$ cat src/design/romif_pkg.sv
// What this block does
// select only in ROM address range
// writes to ROM never assert select
// half speed bit zero doubles times
// burst increments low two address bits
// width bit gives two fetches per word
// no burst: two non-sequential halfword fetches
// burst: second halfword uses burst timing
// 16-bit address shifted up one bit
// lower address halfword forms low bits
// two byte addresses reach bank registers
// non-sequential codes map seven down two
// burst codes: off, four, three, two
// bit 6 width; fields read back
// reset value 0x40 in both banks
// unlisted non-sequential codes mean seven
package romif_pkg;

   // -------------------------------------------------
   // address map
   // -------------------------------------------------
   localparam logic [31:0] ROM_TOP         = 32'h01ff_ffff;
   localparam logic [31:0] BANK0_CFG_ADDR  = 32'h0320_0080;
   localparam logic [31:0] BANK1_CFG_ADDR  = 32'h0320_0084;
   localparam logic [31:0] FETCH_STAT_ADDR = 32'h0320_0088;
   localparam int          BANK_SEL_BIT    = 24;

   // -------------------------------------------------
   // bank register fields
   // -------------------------------------------------
   localparam logic [7:0] CFG_RESET  = 8'h40;
   localparam int         NSEQ_LSB   = 0;
   localparam int         NSEQ_MSB   = 2;
   localparam int         BURST_LSB  = 3;
   localparam int         BURST_MSB  = 4;
   localparam int         HALF_BIT   = 5;
   localparam int         WIDTH_BIT  = 6;

   // -------------------------------------------------
   // timing counts in memory clock cycles
   // -------------------------------------------------
   localparam int         CNT_W          = 5;
   localparam logic [2:0] NSEQ_LAST_CODE = 3'h5;
   localparam logic [4:0] NSEQ_MAX_CYC   = 5'h07;
   localparam logic [4:0] BURST_BASE_CYC = 5'h05;
   localparam logic [4:0] SYNC_STAGES    = 5'h02;
   localparam int         LA_W           = 29;

   // -------------------------------------------------
   // fetch sequencer states
   // -------------------------------------------------
   typedef enum logic [0:0] {
      ST_IDLE  = 1'b0,
      ST_FETCH = 1'b1
   } romif_state_e;

endpackage

$ cat src/design/romif_ctrl.sv
`timescale 1ns/10ps
module romif_ctrl (
   // clock and reset
   input  wire logic        hclk,
   input  wire logic        hresetn,
   // ahb-lite slave
   input  wire logic        hsel,
   input  wire logic [31:0] haddr,
   input  wire logic [1:0]  htrans,
   input  wire logic        hwrite,
   input  wire logic [2:0]  hsize,
   input  wire logic [31:0] hwdata,
   input  wire logic        hready,
   output logic             hreadyout,
   output logic             hresp,
   output logic      [31:0] hrdata,
   // rom pins
   output logic             rom_select_n,
   output logic      [28:0] latched_address_bus,
   input  wire logic [31:0] rom_data_in
);

   // -------------------------------------------------
   // declarations
   // -------------------------------------------------
   romif_pkg::romif_state_e st;

   logic [31:0] data_meta;
   logic [31:0] data_sync;

   logic [7:0]  cfg_value   [2];
   logic [4:0]  cfg_nseq    [2];
   logic [4:0]  cfg_burst   [2];
   logic        cfg_burst_en[2];
   logic        cfg_wide    [2];
   logic        cfg_we      [2];

   logic        addr_phase;
   logic        in_rom;
   logic        hit_cfg0;
   logic        hit_cfg1;
   logic        hit_stat;
   logic        rom_read;
   logic        req_bank;
   logic        req_wide;
   logic        seq_hit;
   logic [4:0]  req_cycles;
   logic [28:0] req_addr;
   logic [7:0]  fwd_byte;
   logic [31:0] reg_rdata;

   localparam int CNT_WIDTH = romif_pkg::CNT_W;
   logic [CNT_WIDTH-1:0] cnt;

   logic        cur_bank;
   logic        cur_wide;
   logic        half_sel;
   logic [15:0] low_half;
   logic        fetch_start;
   logic        fetch_last;
   logic        fetch_final;
   logic [31:0] fetch_word;
   logic [4:0]  second_cycles;

   logic        chain_valid;
   logic        chain_bank;
   logic [26:0] chain_word;
   logic [2:0]  chain_len;
   logic        cur_seq;
   logic        last_seq;

   logic        wr_pend;
   logic        wr_sel;

   // -------------------------------------------------
   // rom data synchroniser
   // -------------------------------------------------
   always_ff @(posedge hclk or negedge hresetn) begin
      if (!hresetn) begin
         data_meta <= 32'h0000_0000;
         data_sync <= 32'h0000_0000;
      end else begin
         data_meta <= rom_data_in;
         data_sync <= data_meta;
      end
   end

   // -------------------------------------------------
   // bank configuration registers
   // -------------------------------------------------
   // bank register write decode
   assign cfg_we[0] = wr_pend && !wr_sel;
   assign cfg_we[1] = wr_pend && wr_sel;

   romif_bank_cfg u_bank0 (
      .hclk         (hclk),
      .hresetn      (hresetn),
      .wr_en        (cfg_we[0]),
      .wr_data      (hwdata[7:0]),
      .value        (cfg_value[0]),
      .nseq_cycles  (cfg_nseq[0]),
      .burst_cycles (cfg_burst[0]),
      .burst_en     (cfg_burst_en[0]),
      .wide16       (cfg_wide[0])
   );

   romif_bank_cfg u_bank1 (
      .hclk         (hclk),
      .hresetn      (hresetn),
      .wr_en        (cfg_we[1]),
      .wr_data      (hwdata[7:0]),
      .value        (cfg_value[1]),
      .nseq_cycles  (cfg_nseq[1]),
      .burst_cycles (cfg_burst[1]),
      .burst_en     (cfg_burst_en[1]),
      .wide16       (cfg_wide[1])
   );

   // -------------------------------------------------
   // address phase decode
   // -------------------------------------------------
   assign addr_phase = hsel && hready && htrans[1];
   // rom range, base is zero
   assign in_rom     = (haddr <= romif_pkg::ROM_TOP);
   assign hit_cfg0   = (haddr == romif_pkg::BANK0_CFG_ADDR);
   assign hit_cfg1   = (haddr == romif_pkg::BANK1_CFG_ADDR);
   assign hit_stat   = (haddr == romif_pkg::FETCH_STAT_ADDR);
   // writes never start fetch
   assign rom_read   = addr_phase && in_rom && !hwrite;
   assign req_bank   = haddr[romif_pkg::BANK_SEL_BIT];
   assign req_wide   = cfg_wide[req_bank];

   // next word within quad
   assign seq_hit = chain_valid && !req_wide
                    && cfg_burst_en[req_bank]
                    && (chain_bank == req_bank)
                    && (haddr[28:2] == chain_word + 27'h1)
                    && (haddr[3:2] != 2'h0);

   assign req_cycles = seq_hit ? cfg_burst[req_bank] : cfg_nseq[req_bank];

   always_comb begin
      // shift for 16-bit banks
      if (req_wide) begin
         req_addr = {haddr[27:2], 1'b0, 2'h0};
      end else begin
         req_addr = {haddr[28:2], 2'h0};
      end
   end

   // -------------------------------------------------
   // register read data
   // -------------------------------------------------
   assign fwd_byte = hwdata[7:0];

   always_comb begin
      reg_rdata = 32'h0000_0000;
      if (hit_cfg0) begin
         reg_rdata[7:0] = (wr_pend && !wr_sel) ? fwd_byte : cfg_value[0];
      end else if (hit_cfg1) begin
         reg_rdata[7:0] = (wr_pend && wr_sel) ? fwd_byte : cfg_value[1];
      end else if (hit_stat) begin
         reg_rdata[5:0] = {last_seq, chain_len, cfg_wide[chain_bank],
                           chain_bank};
      end
   end

   // -------------------------------------------------
   // pending register write
   // -------------------------------------------------
   always_ff @(posedge hclk or negedge hresetn) begin
      if (!hresetn) begin
         wr_pend <= 1'b0;
         wr_sel  <= 1'b0;
      end else begin
         wr_pend <= addr_phase && hwrite && (hit_cfg0 || hit_cfg1);
         wr_sel  <= hit_cfg1;
      end
   end

   // -------------------------------------------------
   // fetch sequencing
   // -------------------------------------------------
   assign fetch_last  = (st == romif_pkg::ST_FETCH) && (cnt == 5'h01);
   // two fetches when 16-bit
   assign fetch_final = fetch_last && (!cur_wide || half_sel);

   // burst timing second half
   // else non-sequential again
   assign second_cycles = cfg_burst_en[cur_bank] ? cfg_burst[cur_bank]
                                                 : cfg_nseq[cur_bank];

   // lower address gives low half
   assign fetch_word = cur_wide ? {data_sync[15:0], low_half} : data_sync;

   // -------------------------------------------------
   // fetch state
   // -------------------------------------------------
   assign fetch_start = (st == romif_pkg::ST_IDLE) && rom_read;

   always_ff @(posedge hclk or negedge hresetn) begin
      if (!hresetn) begin
         st <= romif_pkg::ST_IDLE;
      end else begin
         case (st)
            romif_pkg::ST_IDLE: begin
               if (rom_read) begin
                  st <= romif_pkg::ST_FETCH;
               end
            end
            romif_pkg::ST_FETCH: begin
               if (fetch_final) begin
                  st <= romif_pkg::ST_IDLE;
               end
            end
            default: begin
               st <= romif_pkg::ST_IDLE;
            end
         endcase
      end
   end

   // -------------------------------------------------
   // access time counter
   // -------------------------------------------------
   // two extra cycles cover the data synchroniser
   always_ff @(posedge hclk or negedge hresetn) begin
      if (!hresetn) begin
         cnt <= 5'h00;
      end else if (fetch_start) begin
         cnt <= req_cycles + romif_pkg::SYNC_STAGES;
      end else if (fetch_final) begin
         cnt <= 5'h00;
      end else if (fetch_last) begin
         cnt <= second_cycles + romif_pkg::SYNC_STAGES;
      end else if (st == romif_pkg::ST_FETCH) begin
         cnt <= cnt - 5'h01;
      end
   end

   // -------------------------------------------------
   // transfer context
   // -------------------------------------------------
   always_ff @(posedge hclk or negedge hresetn) begin
      if (!hresetn) begin
         cur_bank <= 1'b0;
         cur_wide <= 1'b0;
         cur_seq  <= 1'b0;
      end else if (fetch_start) begin
         cur_bank <= req_bank;
         cur_wide <= req_wide;
         cur_seq  <= seq_hit;
      end
   end

   // -------------------------------------------------
   // halfword assembly
   // -------------------------------------------------
   // hold first halfword
   always_ff @(posedge hclk or negedge hresetn) begin
      if (!hresetn) begin
         half_sel <= 1'b0;
         low_half <= 16'h0000;
      end else if (fetch_start) begin
         half_sel <= 1'b0;
      end else if (fetch_last && !fetch_final) begin
         half_sel <= 1'b1;
         low_half <= data_sync[15:0];
      end
   end

   // -------------------------------------------------
   // rom chip select
   // -------------------------------------------------
   // select for rom reads
   // select stays low across both halfwords
   always_ff @(posedge hclk or negedge hresetn) begin
      if (!hresetn) begin
         rom_select_n <= 1'b1;
      end else if (fetch_start) begin
         rom_select_n <= 1'b0;
      end else if (fetch_final) begin
         rom_select_n <= 1'b1;
      end
   end

   // -------------------------------------------------
   // latched rom address
   // -------------------------------------------------
   always_ff @(posedge hclk or negedge hresetn) begin
      if (!hresetn) begin
         latched_address_bus <= 29'h0000_0000;
      end else if (fetch_start && seq_hit) begin
         // step low two bits
         latched_address_bus[3:2] <= latched_address_bus[3:2] + 2'h1;
      end else if (fetch_start) begin
         latched_address_bus <= req_addr;
      end else if (fetch_last && !fetch_final) begin
         latched_address_bus[2] <= 1'b1;
      end
   end

   // -------------------------------------------------
   // burst chain tracking
   // -------------------------------------------------
   always_ff @(posedge hclk or negedge hresetn) begin
      if (!hresetn) begin
         chain_valid <= 1'b0;
         chain_bank  <= 1'b0;
         chain_word  <= 27'h000_0000;
         chain_len   <= 3'h0;
         last_seq    <= 1'b0;
      end else if (fetch_final) begin
         chain_valid <= 1'b1;
         chain_bank  <= cur_bank;
         chain_word  <= cur_wide ? {1'b0, latched_address_bus[28:3]}
                                 : latched_address_bus[28:2];
         chain_len   <= cur_seq ? chain_len + 3'h1 : 3'h1;
         last_seq    <= cur_seq;
      end else if (addr_phase && !rom_read) begin
         // any other access breaks the chain
         chain_valid <= 1'b0;
      end
   end

   // -------------------------------------------------
   // ahb response
   // -------------------------------------------------
   always_ff @(posedge hclk or negedge hresetn) begin
      if (!hresetn) begin
         hreadyout <= 1'b1;
         hresp     <= 1'b0;
         hrdata    <= 32'h0000_0000;
      end else begin
         hresp <= 1'b0;
         if (fetch_final) begin
            hreadyout <= 1'b1;
            hrdata    <= fetch_word;
         end else if (rom_read) begin
            hreadyout <= 1'b0;
         end else if (addr_phase) begin
            hreadyout <= 1'b1;
            hrdata    <= hwrite ? 32'h0000_0000 : reg_rdata;
         end
      end
   end

   // -------------------------------------------------
   // unused transfer size
   // -------------------------------------------------
   // all widths accepted; config takes byte lane 0
   logic size_unused;
   assign size_unused = |hsize;

endmodule

$ cat src/design/romif_bank_cfg.sv
`timescale 1ns/10ps
module romif_bank_cfg (
   // clock and reset
   input  wire logic       hclk,
   input  wire logic       hresetn,
   // register write
   input  wire logic       wr_en,
   input  wire logic [7:0] wr_data,
   // decoded configuration
   output logic      [7:0] value,
   output logic      [4:0] nseq_cycles,
   output logic      [4:0] burst_cycles,
   output logic            burst_en,
   output logic            wide16
);

   logic [2:0] nseq_code;
   logic [1:0] burst_code;
   logic [4:0] nseq_base;
   logic [4:0] burst_base;

   // reset value
   always_ff @(posedge hclk or negedge hresetn) begin
      if (!hresetn) begin
         value <= romif_pkg::CFG_RESET;
      end else if (wr_en) begin
         value <= wr_data;
      end
   end

   always_comb begin
      nseq_code  = value[romif_pkg::NSEQ_MSB:romif_pkg::NSEQ_LSB];
      burst_code = value[romif_pkg::BURST_MSB:romif_pkg::BURST_LSB];
      // code to cycles
      // unlisted codes slowest
      if (nseq_code > romif_pkg::NSEQ_LAST_CODE) begin
         nseq_base = romif_pkg::NSEQ_MAX_CYC;
      end else begin
         nseq_base = romif_pkg::NSEQ_MAX_CYC - {2'h0, nseq_code};
      end
      // burst code decode
      burst_base = romif_pkg::BURST_BASE_CYC - {3'h0, burst_code};
      burst_en   = (burst_code != 2'h0);
      // width select bit
      wide16     = value[romif_pkg::WIDTH_BIT];
      // half speed doubling
      if (value[romif_pkg::HALF_BIT]) begin
         nseq_cycles  = nseq_base;
         burst_cycles = burst_base;
      end else begin
         nseq_cycles  = {nseq_base[3:0], 1'b0};
         burst_cycles = {burst_base[3:0], 1'b0};
      end
   end

endmodule

$ cat config.mk
export PLATFORM = sky130hd
export DESIGN_NAME = romif_ctrl
export DESIGN_NICKNAME = d
export VERILOG_FILES = /design/src/design/romif_pkg.sv /design/src/design/romif_ctrl.sv /design/src/design/romif_bank_cfg.sv
export SDC_FILE = /design/constraint.sdc
export NUM_CORES = 1
export LEC_CHECK = 0
export ABC_AREA = 1
export BUFFER_PORTS_ARGS = -buffer_cell sky130_fd_sc_hd__buf_2
export CAP_MARGIN = 10
export CELL_PAD_IN_SITES_DETAIL_PLACEMENT = 0
export CELL_PAD_IN_SITES_GLOBAL_PLACEMENT = 1
export CORE_AREA = 8 8 161 163
export CTS_BUF_LIST = sky130_fd_sc_hd__clkbuf_4
export DETAILED_ROUTE_END_ITERATION = 6
export DIE_AREA = 0 0 169 171
export GPL_TIMING_DRIVEN = 0
export PLACE_DENSITY = 0.86
export SLEW_MARGIN = 20
export SYNTH_ARGS = -nofsm -noshare
export SYNTH_HDL_FRONTEND = slang
export SYNTH_SLANG_ARGS = --single-unit
$ cat constraint.sdc
create_clock -name hclk -period 2.75 [get_ports hclk]
set_input_delay 0.275 -clock hclk [delete_from_list [all_inputs] [get_ports hclk]]
set_output_delay 0.275 -clock hclk [all_outputs]
set_load 0.02 [all_outputs]
; ---- After elaboration in Yosys (flattened, before gate mapping)
; Cells that the tools add are included.
[word_totals]
word_cells = 159
ff_bits = 204
in_bits = 106
out_inout_bits = 64
[op_classes]
mux = 65
n_reduce_logical = 41
n_addsub = 10
eq_ne = 7
order_cmp = 6
bitwise_logic = 6
[ops]
columns = operator, count
row1 = 2-to-1 mux 32 bit, 4
row2 = 2-to-1 mux 5 bit, 24
row3 = == test 32 x 26 -> 1 bit (second input constant), 3
row4 = <= comparator 32 x 25 -> 1 bit (second input constant), 1
row5 = 2-to-1 mux 8 bit, 4
row6 = 2-to-1 mux 29 bit, 1
row7 = adder 27 x 1 -> 27 bit (second input constant), 1
row8 = == test 27 bit, 1
row9 = 2-to-1 mux 27 bit, 1
row10 = 2-to-1 mux 1 bit, 25
row11 = logical AND 1 bit, 19
row12 = nonzero test 2 bit, 8
row13 = 2-to-1 mux 6 bit, 2
row14 = adder 5 x 2 -> 5 bit (second input constant), 2
row15 = subtractor 3 x 2 -> 4 bit (first input constant), 2
row16 = subtractor 3 x 3 -> 4 bit (first input constant), 2
row17 = >= comparator 2 bit (second input constant), 3
row18 = > comparator 3 bit (second input constant), 2
row19 = logical NOT 1 bit, 6
row20 = NOT 1 -> 2 bit, 3
row21 = AND reduction 2 bit, 3
row22 = nonzero test 3 bit, 2
row23 = == test 5 x 1 -> 1 bit (second input constant), 1
row24 = subtractor 5 x 1 -> 5 bit (second input constant), 1
row25 = other kinds (10), 14

; ---- Longest topological paths before layout
[depth]
word_depth = 13
depth_mapped = 21
depth_no_buf = 21

; ---- Hierarchy
; Synthesis repeated with hierarchy kept, for this count alone.
[unflattened]
cells_unflattened = 1278
area_unflattened_um2 = 10050.9
[modules_own_cells]
columns = module, area_each_um2, instances, seq_area_each_um2, cells_per_inst
row1 = romif_ctrl, 9217.6, 1, 4657.0, 1172
row2 = romif_bank_cfg, 416.6, 2, 201.4, 53

; ---- Worst setup path before layout
; OpenSTA, ideal clock, no wires.
[synth_timing]
path_kind = reg-to-reg
from = register chain_word[1]
to = register cnt[2]
path_stages_with_launch = 18
required_time_ns = 2.621
n_path_buf = 0
period_less_slack_ns = 2.307
t_arrival_ns = 2.178
setup_time_ns = 0.129
slack_ns = 0.443
cell_sequence = dfrtp_1 > ha_1 > nand2_2 > nor2_4 > nand2_2 > nor2_1 > nand3_1 > nand2_1 > nand2_1 > nor2_2 > nand3_1 > nor2_1 > nand3_1 > nand2_1 > inv_1 > ha_1 > a21oi_1 > o21ai_0
[synth_between]
elab_chain_len = 7
[synth_rtl]
columns = element, line
row1 = start: declaration, romif_ctrl.sv:67  ; logic [26:0] chain_word;
row2 = start signal: assignment, romif_ctrl.sv:316  ; chain_word <= cur_wide ? {1'b0, latched_address_bus[28:3]}
row3 = adder 27 x 1 -> 27 bit, romif_ctrl.sv:137  ; && (haddr[28:2] == chain_word + 27'h1)
row4 = == test 27 bit, romif_ctrl.sv:137
row5 = logical AND 1 bit, romif_ctrl.sv:137
row6 = logical AND 1 bit, romif_ctrl.sv:138  ; && (haddr[3:2] != 2'h0);
row7 = 2-to-1 mux 5 bit, romif_ctrl.sv:140  ; assign req_cycles = seq_hit ? cfg_burst[req_bank] : cfg_nseq[req_bank];
row8 = adder 5 x 2 -> 5 bit, romif_ctrl.sv:231  ; cnt <= req_cycles + romif_pkg::SYNC_STAGES;
row9 = 2-to-1 mux 5 bit, romif_ctrl.sv:230  ; end else if (fetch_start) begin
row10 = end signal: assignment, romif_ctrl.sv:231
row11 = end signal: assignment, romif_ctrl.sv:235  ; cnt <= second_cycles + romif_pkg::SYNC_STAGES;
row12 = end signal: assignment, romif_ctrl.sv:237  ; cnt <= cnt - 5'h01;
row13 = end: declaration, romif_ctrl.sv:53  ; logic [CNT_WIDTH-1:0] cnt;
; Every way passes these cells.
; A chain may end at the register's enable or synchronous reset.

; ---- Worst setup path after layout
; Ends and elaborated chain as after synthesis.

==> metrics.txt <==
# TYPE chip_impl_metric gauge
chip_impl_info{name="run_status",value="complete, no violations"} 1
chip_impl_metric{name="fp.dieArea",unit="mm^2"} 0.0289
chip_impl_metric{name="ys.warnings.count",unit=""} 0
chip_impl_metric{name="firstDrtPassIters",unit=""} 7
chip_impl_metric{name="final-setup-viol-count",unit=""} 0
chip_impl_info{name="most-common-layout-cells",value="nand2_1, dfrtp_1, buf_2"} 1
chip_impl_metric{name="timing.hold.ws",unit="ns"} 0.0171
chip_impl_info{name="start_kind",value="flip-flop"} 1
chip_impl_metric{name="worst_hold_path.num_cells",unit=""} 5
chip_impl_metric{name="avgSynthCellArea",unit="um^2"} 8.03
chip_impl_metric{name="synth_cells",unit=""} 1233
chip_impl_metric{name="finalCritPeriodShare",unit=""} 0.967
chip_impl_metric{name="dp_hpwl",unit="mm"} 22.3
chip_impl_metric{name="h_tree_levels",unit=""} 2
chip_impl_metric{name="drv_cap",unit=""} 0
chip_impl_metric{name="grt_usage",unit=""} 0.210
chip_impl_metric{name="clk_latency",unit="ns"} 0.70
chip_impl_info{name="tritoncts_clock_tree",value="done"} 1
chip_impl_info{name="mostFrequentLayoutCell",value="nand2_1"} 1
chip_impl_info{name="synth_top_family_by_area",value="simple AND/OR/NAND/NOR gates"} 1
chip_impl_metric{name="final-max-slew-violation-count",unit=""} 0
chip_impl_metric{name="routed_length_on_met2",unit="mm"} 14.1
chip_impl_metric{name="antenna_found_initial",unit=""} 1
chip_impl_metric{name="number_of_logic_stages_on_the_critical_path_including_buffering",unit=""} 18
chip_impl_metric{name="drive_gt1_frac",unit=""} 0.206
chip_impl_metric{name="core-area",unit="mm^2"} 0.0233
chip_impl_metric{name="cp_data_arrival_time",unit="ns"} 3.23
chip_impl_metric{name="grt_start_max_net_pins",unit=""} 93
chip_impl_metric{name="depth_of_the_worst_register_to_register_path",unit=""} 18
chip_impl_metric{name="ys_seq_elements",unit=""} 202
chip_impl_metric{name="num-nets-final",unit=""} 1614
chip_impl_metric{name="residual_overflow_from_global_routing",unit=""} 0
chip_impl_metric{name="crit_required",unit="ns"} 3.32
chip_impl_info{name="grt_setup_unrepaired",value="yes"} 1
chip_impl_metric{name="synth.cell_area",unit="mm^2"} 0.00990
chip_impl_metric{name="vias_per_cell",unit=""} 4.95
chip_impl_metric{name="power_density",unit="mW/mm^2"} 629
chip_impl_metric{name="max_slew.worst_pin.slew",unit="ns"} 0.936
chip_impl_metric{name="worst-path-buf-inv",unit=""} 1
chip_impl_metric{name="yosysUniqueCellTypes",unit=""} 46
chip_impl_info{name="worst_path_dominant_cell_family",value="simple AND/OR/NAND/NOR gates"} 1
chip_impl_metric{name="wl",unit="mm"} 30.2
chip_impl_metric{name="antenna_viol_nets_final",unit=""} 0
chip_impl_metric{name="placementRows",unit=""} 56
chip_impl_info{name="top_layer_reached_by_signal_wires",value="met4"} 1
chip_impl_metric{name="ctsLongestPathBuffers",unit=""} 3
chip_impl_metric{name="clkTransAtPathRegs",unit="ns"} 0.07
chip_impl_metric{name="finalHoldViolations",unit=""} 0
chip_impl_metric{name="die-width",unit="um"} 169
chip_impl_metric{name="post-route-drc-count",unit=""} 0
chip_impl_info{name="dominantRegCellSynth",value="dfrtp_1"} 1
chip_impl_metric{name="finish.cell_count_without_fillers",unit=""} 1858
chip_impl_metric{name="drt-wirelength-per-cell",unit="um"} 16.2
chip_impl_metric{name="irDropWorstVdd",unit="V"} 0.000457
chip_impl_metric{name="chipHeight",unit="um"} 171
chip_impl_metric{name="synthAdderAreaFrac",unit=""} 0.0101
chip_impl_metric{name="placedCellCount",unit=""} 1694
chip_impl_metric{name="flow.area_growth_from_synthesis",unit="%"} 27.1
chip_impl_metric{name="met3WireLength",unit="mm"} 2.30
chip_impl_metric{name="placement.io_buffers",unit=""} 138
chip_impl_info{name="crit_path_slowest_cell",value="dfrtp_1"} 1
chip_impl_metric{name="timing.critical_path.fanout_max",unit=""} 6
chip_impl_metric{name="detail_route.iter0.violations",unit=""} 596
chip_impl_metric{name="post_synth_and_or_nand_nor_area_fraction",unit=""} 0.240
chip_impl_metric{name="clkSinkCount",unit=""} 202
chip_impl_info{name="timing.critical_path.cells",value="ha_4 -> nand2_4 -> nor2_4 -> nand2_4 -> nor2_4 -> nand2_1 -> nand2_1 -> nand2_1 -> nor2_1 -> nand3_1 -> nor2_2 -> nand3_4 -> nand2_2 -> nand2_2 -> inv_2 -> ha_4 -> a21oi_2 -> o21ai_0"} 1
chip_impl_metric{name="asr_flop_ratio_synth",unit=""} 1.00
chip_impl_info{name="crit_type",value="reg2reg"} 1
chip_impl_metric{name="initial_core_util",unit=""} 0.426
chip_impl_metric{name="first_pass_grt_wire_length",unit="mm"} 48.6
chip_impl_metric{name="slew_headroom",unit=""} 0.370
chip_impl_metric{name="fmax",unit="MHz"} 376
chip_impl_metric{name="clock-skew-final",unit="ns"} 0.0496
chip_impl_metric{name="synthMuxAreaShare",unit=""} 0.00910
chip_impl_info{name="min_path_type",value="in2reg"} 1
chip_impl_metric{name="count_of_vias_placed_by_the_detailed_router",unit=""} 9204
chip_impl_metric{name="synthXorXnorAreaFrac",unit=""} 0.0195
chip_impl_metric{name="cp_slowest_stage_delay",unit="ns"} 0.43
chip_impl_metric{name="gp_congestion",unit=""} 0.906
chip_impl_metric{name="synth_compound_area_frac",unit=""} 0.139
chip_impl_metric{name="first_global_vias",unit=""} 9297
chip_impl_metric{name="timing.final.crit_period",unit="ns"} 2.66
chip_impl_metric{name="seq_area_frac_synth",unit=""} 0.511
chip_impl_info{name="crit_path_end_kind",value="flip-flop"} 1
chip_impl_metric{name="num_io_pins",unit=""} 170
chip_impl_info{name="crit_path_frequent_cell",value="nand2_1"} 1
chip_impl_info{name="clockRootBuffer",value="clkbuf_4"} 1
chip_impl_metric{name="met1_length",unit="mm"} 13.1
chip_impl_metric{name="leakagePower",unit="nW"} 6.28
chip_impl_metric{name="cts_buffers",unit=""} 55
chip_impl_metric{name="synth-edff-count",unit=""} 0
-- layer usage --
metal | up-vias | global-route usage
met2 | 286 | 0.342
li1 | 4544 | -
met3 | 54 | 0.0572
met1 | 4320 | 0.270
met4 | 0 | 0.0650
met5 | - | 0
-- worst register-to-register path, stage by stage (launching register included) --
cell and delay (ns):
dfrtp_1 0.43, ha_4 0.19, nand2_4 0.06, nor2_4 0.29
nand2_4 0.12, nor2_4 0.11, nand2_1 0.08, nand2_1 0.06
nand2_1 0.04, nor2_1 0.12, nand3_1 0.09, nor2_2 0.17
nand3_4 0.13, nand2_2 0.09, nand2_2 0.07, inv_2 0.07
ha_4 0.20, a21oi_2 0.12, o21ai_0 0.10
-- cell usage after synthesis, types with 15 or more instances --
library cell / number / area [um^2]
o211ai_1: 15 / 113
dfrtp_1: 198 / 4950
o21ai_0: 135 / 676
a21oi_1: 23 / 115
clkbuf_1: 35 / 131
o21ai_1: 25 / 125
nor2_2: 15 / 93.8
nand3_1: 49 / 245
nand2_1: 359 / 1350
inv_1: 124 / 465
xor2_1: 16 / 140
nor2_1: 99 / 372
a31oi_1: 24 / 150
-- sequential cells by signal, summed over array words and instances (netlist names), 3 cells and up --
name and cells:
data_meta 32, data_sync 32, hrdata 32, chain_word 27, latched_address_bus 27, low_half 16
u_bank0.value 8, u_bank1.value 8, cnt 5, chain_len 3
-- worst paths after layout --
check                                     startpoint  slack, ns                                  end
setup / recovery           chain_word[1]$_DFFE_PN0P_       0.09                   cnt[2]$_DFFE_PN0P_
hold / removal                             haddr[15]       0.02  latched_address_bus[15]$_DFFE_PN0P_
setup reg to reg           chain_word[1]$_DFFE_PN0P_       0.09                   cnt[2]$_DFFE_PN0P_
hold reg to reg              data_meta[23]$_DFF_PN0_       0.34              data_sync[23]$_DFF_PN0_
max in group asynchronous                    hresetn       1.51           u_bank1.value[6]$_DFF_PN1_
min in group asynchronous                    hresetn       0.11               data_meta[0]$_DFF_PN0_
-- report_power, final --
| part | total [mW] | internal [mW] | switching [mW] |
|---|---|---|---|
| Combinational | 1.61 | 0.664 | 0.947 |
| Clock | 2.68 | 1.37 | 1.30 |
| Sequential | 3.63 | 3.29 | 0.344 |
| Total | 7.92 | 5.33 | 2.59 |
-- repair_timing --
action,4_1_cts,5_1_grt
endpoints found under the hold margin,178,0
hold buffers,62,0
buffers inserted,0,6
resized for setup,2,47
pin swaps,0,23
endpoints found under the setup margin,13,56
cloned,0,0
-- cell families (layout without fill, tap and decap cells) --
family	count (synthesis)	count (layout)
AO/OA/AOI/OAI	247	247
XOR/XNOR	22	22
adder cells (fa/ha/maj)	8	8
buffers and inverters	178	481
flip-flops	202	202
multiplexers	9	9
other	1	4
AND/OR/NAND/NOR	566	566
-- area by class of cell --
type	instances	area, um^2
Timing Repair Buffer	208	1430
Sequential cell	202	5060
Multi-Input combinational cell	855	4290
Buffer	48	233
Tap cell	319	399
Fill cell	2251	10700
Clock buffer	83	623
Antenna cell	1	2.50
Inverter	130	490
Clock inverter	12	58.8
-- stage by stage --
step | total power, mW | instance area, um^2 | util | worst slack, ns | TNS (ns)
floorplan | 4.60 | 9910 | - | 0.443 | 0
global placement | 5.09 | 11000 | 0.473 | -1.94 | -382.38
detailed placement | 5.13 | 11100 | 0.476 | -0.0468 | -0.125
CTS | 7.87 | 12400 | 0.532 | 0.0124 | 0
global route | 8.41 | 12600 | 0.541 | -0.0846 | -0.303
finish | 7.92 | 12600 | 0.541 | 0.0897 | 0
Note: power is estimated with default switching activity, not from simulation.
